$ cat config.mk
export PLATFORM = sky130hd
export DESIGN_NAME = tzs_timer
export DESIGN_NICKNAME = d
export VERILOG_FILES = /design/src/rtl/tzs_prescaler.v /design/src/rtl/tzs_postscaler.v /design/src/rtl/tzs_timer.v
export VERILOG_INCLUDE_DIRS = /design/src /design/src/rtl
export SDC_FILE = /design/constraint.sdc
export NUM_CORES = 1
export LEC_CHECK = 0
export ABC_AREA = 0
export BUFFER_PORTS_ARGS = -buffer_cell sky130_fd_sc_hd__clkbuf_2
export CORE_AREA = 2 2 89 91
export CTS_CLUSTER_SIZE = 30
export DETAILED_ROUTE_END_ITERATION = 6
export DIE_AREA = 0 0 91 93
export GPL_TIMING_DRIVEN = 0
export PLACE_DENSITY = 0.77
export RECOVER_POWER = 100
export SETUP_SLACK_MARGIN = 0.2
export SLEW_MARGIN = 20
export SYNTH_ARGS = -nofsm -noshare
export SYNTH_HDL_FRONTEND = slang
export SYNTH_SLANG_ARGS = --single-unit
export TNS_END_PERCENT = 5
$ cat constraint.sdc
create_clock -name clk_i -period 3.5 [get_ports clk_i]
set_input_delay 0.175 -clock clk_i [delete_from_list [all_inputs] [get_ports clk_i]]
set_output_delay 0.175 -clock clk_i [all_outputs]
set_load 0.03 [all_outputs]
$ cat src/rtl/tzs_consts.vh
// Constants for the timer with prescaler, postscaler and interrupt.
`ifndef TZS_CONSTS_VH
`define TZS_CONSTS_VH
`define TZS_ADDR_W          4
`define TZS_OFF_CTRL_A      4'h0
`define TZS_OFF_CTRL_B      4'h4
`define TZS_OFF_CNT_LOW     4'h8
`define TZS_OFF_CNT_HIGH    4'hc
`define TZS_OFF_IRQ_STAT    4'h1
`define TZS_OFF_IRQ_MASK    4'h2
`define TZS_CA_ENABLE       7
`define TZS_CA_OUT_STATUS   5
`define TZS_CA_MODE16       4
`define TZS_CA_POST_LSB     0
`define TZS_CB_ASYNC        4
`define TZS_CB_PRE_LSB      0
`define TZS_IRQ_TIMER       0
`define TZS_IRQ_W           1
`define TZS_CTRL_A_RST      8'h00
`define TZS_CTRL_B_RST      8'h00
`define TZS_MASK_RST        1'b0
`endif

$ cat src/rtl/tzs_prescaler.v
// Power-of-two input prescaler producing one tick per selected number of input edges.
`timescale 1ns/10ps
`default_nettype none
module tzs_prescaler #(
   parameter WIDTH = 15
) (
   // Clock and reset
   input  wire         clk_i,
   input  wire         rst_i,
   // Control
   input  wire         clear_i,
   input  wire         edge_i,
   input  wire [3:0]   select_i,
   // Result
   output reg          tick_o
);
   reg [WIDTH-1:0] count_r;
   wire [WIDTH-1:0] limit = (({{(WIDTH-1){1'b0}}, 1'b1} << select_i) - {{(WIDTH-1){1'b0}}, 1'b1});

   always @(posedge clk_i) begin
      if (rst_i || clear_i) begin
         count_r <= {WIDTH{1'b0}};
         tick_o  <= 1'b0;
      end else begin
         tick_o <= 1'b0;
         if (edge_i) begin
            if (count_r >= limit) begin
               count_r <= {WIDTH{1'b0}};
               tick_o  <= 1'b1;
            end else begin
               count_r <= count_r + {{(WIDTH-1){1'b0}}, 1'b1};
            end
         end
      end
   end
endmodule
`default_nettype wire

$ cat src/rtl/tzs_postscaler.v
// Output postscaler passing one of every N+1 counter events.
`timescale 1ns/10ps
`default_nettype none
module tzs_postscaler (
   // Clock and reset
   input  wire         clk_i,
   input  wire         rst_i,
   // Control
   input  wire         clear_i,
   input  wire         event_i,
   input  wire [3:0]   select_i,
   // Result
   output reg          pulse_o
);
   reg [3:0] count_r;

   always @(posedge clk_i) begin
      if (rst_i || clear_i) begin
         count_r <= 4'h0;
         pulse_o <= 1'b0;
      end else begin
         pulse_o <= 1'b0;
         if (event_i) begin
            if (count_r >= select_i) begin
               count_r <= 4'h0;
               pulse_o <= 1'b1;
            end else begin
               count_r <= count_r + 4'h1;
            end
         end
      end
   end
endmodule
`default_nettype wire

$ cat src/rtl/tzs_timer.v
// Timer top: Wishbone registers, counter, match and rollover, output and interrupt.
// Overview of operation
// - The prescaler divides the counting clock by one of sixteen powers of two from 1 to 32768.
// - The prescale ratio comes from a four-bit field in the second control register.
// - The prescaler count is hidden and clears on a low byte write, any control write and reset.
// - The postscaler divides counter events by one to sixteen, selected by a four-bit field in control register one.
// - The postscaler count is hidden and clears on a low byte write, any control write and reset.
// - During sleep with synchronous clocking the counter stops and holds.
// - During sleep with asynchronous clocking the counter keeps running and an enabled interrupt wakes the device.
// - In 8-bit mode a match occurs when the low byte equals the period byte.
// - In 16-bit mode a rollover occurs when the counter wraps from all ones to zero.
// - The interrupt flag sets once every postscale value plus one events.
// - With the enable bit set, a set flag raises the interrupt and may wake the device.
// - The output pulse lasts one system clock cycle on each postscaled match or rollover.
// - The visible output toggles on each output pulse, giving a square wave readable as a status bit.
`timescale 1ns/10ps
`default_nettype none
`include "tzs_consts.vh"
module tzs_timer #(
   parameter PRE_W = 15
) (
   // Clock and reset
   input  wire         clk_i,
   input  wire         rst_i,
   // Wishbone slave
   input  wire         cyc_i,
   input  wire         stb_i,
   input  wire         we_i,
   input  wire [3:0]   adr_i,
   input  wire [7:0]   dat_i,
   output reg  [7:0]   dat_o,
   output reg          ack_o,
   // Timer clock and power state
   input  wire         tmr_clk_pin_i,
   input  wire         sleep_i,
   // Outputs
   output reg          timer_output_pulse_o,
   output reg          timer_output_status_o,
   output reg          irq_o,
   output reg          wake_o
);
   reg  [7:0]   timer_control_a_r;
   reg  [7:0]   timer_control_b_r;
   reg  [7:0]   count_low_byte_r;
   reg  [7:0]   count_high_period_byte_r;
   reg  [7:0]   high_buf_r;
   reg          timer_irq_flag_r;
   reg          timer_irq_enable_r;
   reg          pin_s1_r;
   reg          pin_s2_r;
   reg          pin_s3_r;
   wire         pre_tick;
   wire         post_pulse;

   function is_addr;
      input [3:0] a;
      input [3:0] off;
      begin
         is_addr = (a == off);
      end
   endfunction

   wire req     = cyc_i && stb_i && !ack_o;
   wire wr      = req && we_i;
   wire wr_ca   = wr && is_addr(adr_i, `TZS_OFF_CTRL_A);
   wire wr_cb   = wr && is_addr(adr_i, `TZS_OFF_CTRL_B);
   wire wr_lo   = wr && is_addr(adr_i, `TZS_OFF_CNT_LOW);
   wire wr_hi   = wr && is_addr(adr_i, `TZS_OFF_CNT_HIGH);
   wire wr_st   = wr && is_addr(adr_i, `TZS_OFF_IRQ_STAT);
   wire wr_mk   = wr && is_addr(adr_i, `TZS_OFF_IRQ_MASK);
   wire scaler_clear = wr_lo || wr_ca || wr_cb;
   wire enabled = timer_control_a_r[`TZS_CA_ENABLE];
   wire mode16  = timer_control_a_r[`TZS_CA_MODE16];
   wire async   = timer_control_b_r[`TZS_CB_ASYNC];
   wire run     = enabled && (!sleep_i || async);
   wire pin_rise = pin_s2_r && !pin_s3_r;

   // The pin is synchronised, so counting edges must be under half the system clock rate.
   always @(posedge clk_i) begin
      if (rst_i) begin
         pin_s1_r <= 1'b0;
         pin_s2_r <= 1'b0;
         pin_s3_r <= 1'b0;
      end else begin
         pin_s1_r <= tmr_clk_pin_i;
         pin_s2_r <= pin_s1_r;
         pin_s3_r <= pin_s2_r;
      end
   end

   tzs_prescaler #(
      .WIDTH    (PRE_W)
   ) u_pre (
      .clk_i    (clk_i),
      .rst_i    (rst_i),
      .clear_i  (scaler_clear),
      .edge_i   (run && pin_rise),
      .select_i (timer_control_b_r[`TZS_CB_PRE_LSB +: 4]),
      .tick_o   (pre_tick)
   );

   wire [15:0] full_counter = {high_buf_r, count_low_byte_r};
   wire        match8 = !mode16 && (count_low_byte_r == count_high_period_byte_r);
   wire        roll16 = mode16 && (full_counter == 16'hffff);
   wire        cnt_event = pre_tick && (match8 || roll16);

   tzs_postscaler u_post (
      .clk_i    (clk_i),
      .rst_i    (rst_i),
      .clear_i  (scaler_clear),
      .event_i  (cnt_event),
      .select_i (timer_control_a_r[`TZS_CA_POST_LSB +: 4]),
      .pulse_o  (post_pulse)
   );

   // Counter and registers.
   always @(posedge clk_i) begin
      if (rst_i) begin
         timer_control_a_r        <= `TZS_CTRL_A_RST;
         timer_control_b_r        <= `TZS_CTRL_B_RST;
         count_low_byte_r         <= 8'h00;
         count_high_period_byte_r <= 8'h00;
         high_buf_r               <= 8'h00;
         timer_irq_enable_r       <= `TZS_MASK_RST;
      end else begin
         if (wr_ca) begin
            timer_control_a_r <= dat_i;
         end
         if (wr_cb) begin
            timer_control_b_r <= dat_i;
         end
         if (wr_mk) begin
            timer_irq_enable_r <= dat_i[`TZS_IRQ_TIMER];
         end
         // Clearing on the matching tick gives one event per period of the period byte plus one ticks.
         if (wr_lo) begin
            count_low_byte_r <= dat_i;
         end else if (pre_tick) begin
            if (mode16) begin
               {high_buf_r, count_low_byte_r} <= full_counter + 16'h0001;
            end else if (match8) begin
               count_low_byte_r <= 8'h00;
            end else begin
               count_low_byte_r <= count_low_byte_r + 8'h01;
            end
         end
         if (wr_hi) begin
            count_high_period_byte_r <= dat_i;
            high_buf_r               <= dat_i;
         end
      end
   end

   // Output, flag and bus answer.
   always @(posedge clk_i) begin
      if (rst_i) begin
         timer_output_pulse_o  <= 1'b0;
         timer_output_status_o <= 1'b0;
         timer_irq_flag_r      <= 1'b0;
         irq_o                 <= 1'b0;
         wake_o                <= 1'b0;
         ack_o                 <= 1'b0;
         dat_o                 <= 8'h00;
      end else begin
         timer_output_pulse_o <= post_pulse;
         if (post_pulse) begin
            timer_output_status_o <= !timer_output_status_o;
         end
         // A new event wins over a clearing write in the same cycle.
         if (post_pulse) begin
            timer_irq_flag_r <= 1'b1;
         end else if (wr_st && dat_i[`TZS_IRQ_TIMER]) begin
            timer_irq_flag_r <= 1'b0;
         end
         irq_o  <= timer_irq_flag_r && timer_irq_enable_r;
         wake_o <= timer_irq_flag_r && timer_irq_enable_r && sleep_i;
         ack_o  <= req;
         if (req && !we_i) begin
            case (adr_i)
               `TZS_OFF_CTRL_A: dat_o <= {timer_control_a_r[7:6], timer_output_status_o,
                                          timer_control_a_r[4:0]};
               `TZS_OFF_CTRL_B: dat_o <= timer_control_b_r;
               `TZS_OFF_CNT_LOW: dat_o <= count_low_byte_r;
               `TZS_OFF_CNT_HIGH: dat_o <= mode16 ? high_buf_r : count_high_period_byte_r;
               `TZS_OFF_IRQ_STAT: dat_o <= {7'h00, timer_irq_flag_r};
               `TZS_OFF_IRQ_MASK: dat_o <= {7'h00, timer_irq_enable_r};
               default: dat_o <= 8'h00;
            endcase
         end else begin
            dat_o <= 8'h00;
         end
      end
   end
endmodule
`default_nettype wire

# After elaboration in Yosys (flattened, before gate mapping)
# Index checks and enable logic that the tools add are counted.
# classes
addsub,5
magnitude_cmp,2
n_eq_ne,8
n_shift,1
muxes,16
bitwise,3
n_reduce_logical,39
# ops
op,n
$mux 8,9
$pmux 8 s6,1
$logic_and 1x1->1,19
$add 16x1->16 const B,1
$eq 16x16->1 const B,1
$add 15x1->15 const B,1
$ge 15x15->1,1
$mux 15,1
$shl 1x4->15 const A,1
$sub 15x1->15 const B,1
$add 8x1->8 const B,1
$eq 4x4->1 const B,2
$eq 8x8->1,1
$reduce_bool 2->1,4
$logic_not 1->1,6
$reduce_or 2->1,3
$logic_or 1x1->1,5
$add 4x1->4 const B,1
$eq 4x1->1 const B,1
$eq 4x2->1 const B,1
$eq 4x3->1 const B,1
$ge 4x4->1,1
$logic_not 4->1,1
$mux 1,4
other kinds (4),6
# totals
regBits,79
inputBits,19
output_inout_bits,13

# Depth between registers and ports, before layout
# logic_depth
depth_word,8
mapped_depth,16
depth_no_buf,13

# Hierarchy
# Synthesis repeated with hierarchy kept, for this count alone.
# hier_totals
cells_unflattened,520
area_unflattened_um2,4628.2
# modules_own_cells
mod,instances,cells_per_inst,area_each_um2,seq_area_each_um2
tzs_timer,1,323,2932.8,1141.1
tzs_prescaler,1,161,1351.3,320.3
tzs_postscaler,1,36,344.1,100.1

# Worst setup path after synthesis
# Ideal clock, no wire load.
# synth_timing
path_type,reg-to-reg
from,reg timer_control_b_r[1]
to,reg u_pre.count_r[10]
t_arrival_ns,2.842
setup_slack_ns,0.541
stages_incl_launch_ff,15
n_path_buf,3
synth_period_minus_slack_ns,2.959
cell_sequence,dfxtp_1 clkbuf_1 nand3b_1 ha_1 buf_1 a22oi_1 o22a_1 ha_1 and3_1 a21oi_1 and2_1 o211a_1 o21ai_1 buf_2 nor2_1
# synth_between
elab_chain_len,4
# synth_lines
item,line_no,text
from (decl),tzs_timer.v:43,reg [7:0] timer_control_b_r;
from (signal assigned),tzs_timer.v:120,timer_control_b_r <= `TZS_CTRL_B_RST;
from (signal assigned),tzs_timer.v:130,timer_control_b_r <= dat_i;
$shl 1x4->15,tzs_prescaler.v:18,"wire [WIDTH-1:0] limit = (({{(WIDTH-1){1'b0}}, 1'b1} << select_i) - {{(WIDTH-1){1'b0}}, 1'b1});"
$sub 15x1->15,tzs_prescaler.v:18,
$ge 15x15->1,tzs_prescaler.v:27,if (count_r >= limit) begin
$mux 15,tzs_prescaler.v:27,
to (signal assigned),tzs_prescaler.v:22,count_r <= {WIDTH{1'b0}};
to (signal assigned),tzs_prescaler.v:28,count_r <= {WIDTH{1'b0}};
to (signal assigned),tzs_prescaler.v:31,"count_r <= count_r + {{(WIDTH-1){1'b0}}, 1'b1};"
to (decl),tzs_prescaler.v:17,reg [WIDTH-1:0] count_r;
# Every way passes these cells.
# A chain may end at the register's enable or synchronous reset.

# Final worst setup path
# layout_timing
from,reg timer_control_b_r[0]
to,reg u_pre.count_r[6]
# Same word-level chain as after synthesis.

==> run summary <==
==================================================================================================
Die Span X                                                                                   91 um
Max FO, Critical Path                                                                           10
Fill cell count                                                                                721
Clock transition time at the flip-flop clock pins of the worst setup and hold paths        0.08 ns
Most common flop cell mapped by yosys                                                      dfxtp_1
Resized Gates After CTS                                                                          3
Critical Path RT                                                                           3.75 ns
Register area                                                                          0.00156 mm2
Count of flip-flops with a built-in enable after synthesis                                       0
Clk pwr share                                                                                38.2%
Gr ovfl total                                                                                    0
FFs w/ async S/R, synth                                                                         0%
Via density per instance                                                                      5.79
Final number of setup-violating endpoints                                                        0
Critical path start-end classification                                                  reg -> reg
Setup skew after layout                                                                  0.0167 ns
Total Power Consumption                                                                  0.00159 W
Worst path slowest cell                                                                    dfxtp_1
Count of TritonRoute iterations in the first routing pass                                        5
Layout cell share with drive strength beyond 1                                               10.1%
Internal power                                                                           0.00118 W
Count leader, synth                                                                        dfxtp_1
Reg2Reg Setup Slack                                                                        0.39 ns
Effective utilization at floorplan                                                           57.9%
Top cells by area, synth                                                              dfxtp_1 (36%), ha_1 (6.6%), nor2_1 (5.8%)
Clock Tree Buf Depth                                                                             2
Die Area                                                                               0.00846 mm2
Antenna violations before repair                                                                 0
Post-placement worst setup slack                                                        -0.0145 ns
Area of the mapped netlist                                                             0.00436 mm2
Synth Register Bits                                                                             78
Sort of element at the end of the critical path                                          flip-flop
DR WL/cell                                                                                 15.7 um
Setup repair after global routing missed its margin                                          false
Die Y                                                                                        93 um
Post-DP HPWL                                                                               7730 um
CP peak stage delay                                                                        0.31 ns
Number of diodes                                                                                 0
Number of cells on the worst reg-to-reg path                                                    15
TritonCTS buffer count                                                                           9
Gate count after technology mapping                                                            520
Part of the power in combinational logic                                                      5.8%
DRC Markers                                                                                      0
Power per standard cell area                                                            335 mW/mm2
Max-slew headroom                                                                            40.0%
Worst min-delay path category                                                            in -> reg
Area used by multi-input combinational logic                                           0.00257 mm2
Number of warnings printed during yosys synthesis                                                0
Post-synth net total                                                                           562
Synth top cells by count                                                              dfxtp_1 (78), nor2_1 (67), nand2_1 (59), a21oi_1 (36), ha_1 (23)
Slew @ Worst Pin                                                                          0.891 ns
Non-Filler Cell Area, Final                                                            0.00476 mm2
Timing-limited maximum frequency                                                           321 MHz
Postcts setup bufs                                                                               0
Area delta synth->final                                                                      9.27%
Last weighted congestion value of the routability-driven placer                              0.908
Reported leakage power                                                                     1.80 nW
End of the worst register-to-register path                                            u_pre.count_r[6]
Post-Layout Cell Count                                                                         667
Core box area                                                                          0.00753 mm2
H-tree depth                                                                                     3
Reg power frac                                                                               56.0%
Hold buffers post-CTS                                                                            0
Sequential share of the synthesized area                                                     35.8%
Port-buffer cells                                                                               30
Arrival time reported for the critical path endpoint                                       3.37 ns
Timing startpoint of the critical path                                                timer_control_b_r[0]
Library cell occupying the most area in the post-synthesis netlist                         dfxtp_1
Number of global-route vias before repair                                                     3799
Result of the run                                                                     complete, no violations
Final-report max-slew violation count                                                            0
Final Hold Viols                                                                                 0
Maximum vdd ir drop                                                                         241 uV
Top-level I/O count                                                                             32
Root buffer cell                                                                          clkbuf_8
Critical path endpoint                                                                u_pre.count_r[6]
Instance area after placement                                                          0.00464 mm2
Dpl cells                                                                                      652
Post-route ant nets                                                                              0
Period Utilization, post-route                                                               88.9%
Fraction of synthesized cell area taken by the top area cell type                            35.8%
Source-to-sink clock delay at the later pin of the worst-skew pair                         0.37 ns
Clock tree from TritonCTS                                                                    built
Cell-by-cell trace of the critical path                                               clkbuf_2 > nor2_1 > nand2_1 > ha_1 > or2_2 > o21ai_0 > a31oi_1 > ha_1 > nand2_1 > o21ai_0 > a21oi_1 > o211a_1 > o21ai_4 > buf_6 > nor2_1
Beginning of the worst register-to-register path                                      timer_control_b_r[0]
Crit start category                                                                      flip-flop
Layout Utilization                                                                           63.3%
Row count                                                                                       32
Switching portion of total power                                                             26.2%
Final Critical Period                                                                      3.11 ns
Aggregate global-route resource usage                                                        26.9%
Net total in the final layout                                                                  603
Net switching component of the power                                                    0.000418 W
Sink Count                                                                                      78
Library cells used by synthesis                                                                 58
Number of design-rule violations left by the first detailed-router iteration                   326
Average cell area after synthesis                                                         8.38 um2
Via count                                                                                     3863
Final routed wirelength across all metal layers                                           10500 um
Max-cap violations                                                                               0
Largest net degree at the start of global routing                                               15
Wire length of the first global-routing pass                                              18200 um
Minimum setup slack in the final design                                                   0.388 ns
==================================================================================================
flip-flops by register name, indices dropped and copies added, names as in the netlist, 4 cells and up:
signal                    count
u_pre.count_r                15
count_high_period_byte_r      8
count_low_byte_r              8
dat_o                         8
high_buf_r                    8
timer_control_b_r             8
timer_control_a_r             7
u_post.count_r                4
layout make-up:
cell class / instances / area share, %
Buffer: 32 / 3.15
Clock buffer: 9 / 2.60
Clock inverter: 6 / 0.998
Inverter: 13 / 1.02
Multi-Input combinational cell: 397 / 54.0
Sequential cell: 78 / 32.8
Tap cell: 102 / 2.68
Timing Repair Buffer: 30 / 2.79
through the flow:
step	hold slack (ns)	TNS, ns
after floorplan	0.254	0
after global placement	0.388	0
after detailed placement	0.391	-0.0360
after CTS	0.00870	0
after global routing	0.0218	0
final	0.0190	0
worst max-delay path: cells and delay by family (launching register included):
family,cells,cell delay (ns)
simple gates,5,0.77
buf+inv,2,0.36
flops,1,0.31
fa+ha+maj,2,0.55
compound gates,6,1.05
power by group through the flow:
stage / sequential (W) / clock (W) / combinational, W
6_report: 0.000893 / 0.000609 / 0.0000918
2_1_floorplan: 0.000914 / 0 / 0.0000505
3_3_place_gp: 0.000914 / 0 / 0.0000879
4_1_cts: 0.000893 / 0.000619 / 0.0000909
3_5_place_dp: 0.000914 / 0 / 0.0000897
5_1_grt: 0.000894 / 0.000659 / 0.0000996
layer usage:
layer | GRT usage, % | vias to the layer above | wire length, um
li1 | - | 1899 | -
met4 | 6.82 | 0 | 187
met2 | 44.8 | 133 | 4880
met5 | 0 | - | 0
met1 | 35.2 | 1814 | 4690
met3 | 6.69 | 17 | 745
worst min path at each step:
stage / to / slack (ns) / startpoint / cells past startpoint
after global routing: pin_s1_r / 0.02 / tmr_clk_pin_i / 2
after global placement: pin_s1_r / 0.39 / tmr_clk_pin_i / 2
after floorplan: irq_o / 0.25 / rst_i / 1
after detailed placement: pin_s1_r / 0.39 / tmr_clk_pin_i / 2
final: pin_s1_r / 0.02 / tmr_clk_pin_i / 2
after CTS: pin_s1_r / 0.009 / tmr_clk_pin_i / 2
logic make-up after synthesis:
family | count (synthesis) | share of synthesized area [%]
adders and majority gates | 23 | 6.60
DFF | 78 | 35.8
and+or+nand+nor | 216 | 25.8
buffers and inverters | 45 | 4.57
xor gates and xnor gates | 38 | 7.64
muxes | 27 | 6.40
AOI/OAI and AO/OA | 93 | 13.2
cells in the final DEF, fill, tap and decap left out, types with 5 or more instances in the layout:
master / instances
dfxtp_1: 78
nor2_1: 67
nand2_1: 59
a21oi_1: 36
clkbuf_1: 35
ha_1: 23
nand3_1: 22
xnor2_1: 22
o21ai_0: 20
mux2i_1: 20
clkbuf_2: 18
xor2_1: 16
inv_1: 13
and3_1: 11
nor2b_1: 9
a22oi_1: 9
clkbuf_8: 9
nand4_1: 8
a221oi_1: 7
a211oi_1: 7
nor4_1: 5
Power figures use the tool's default switching activity.
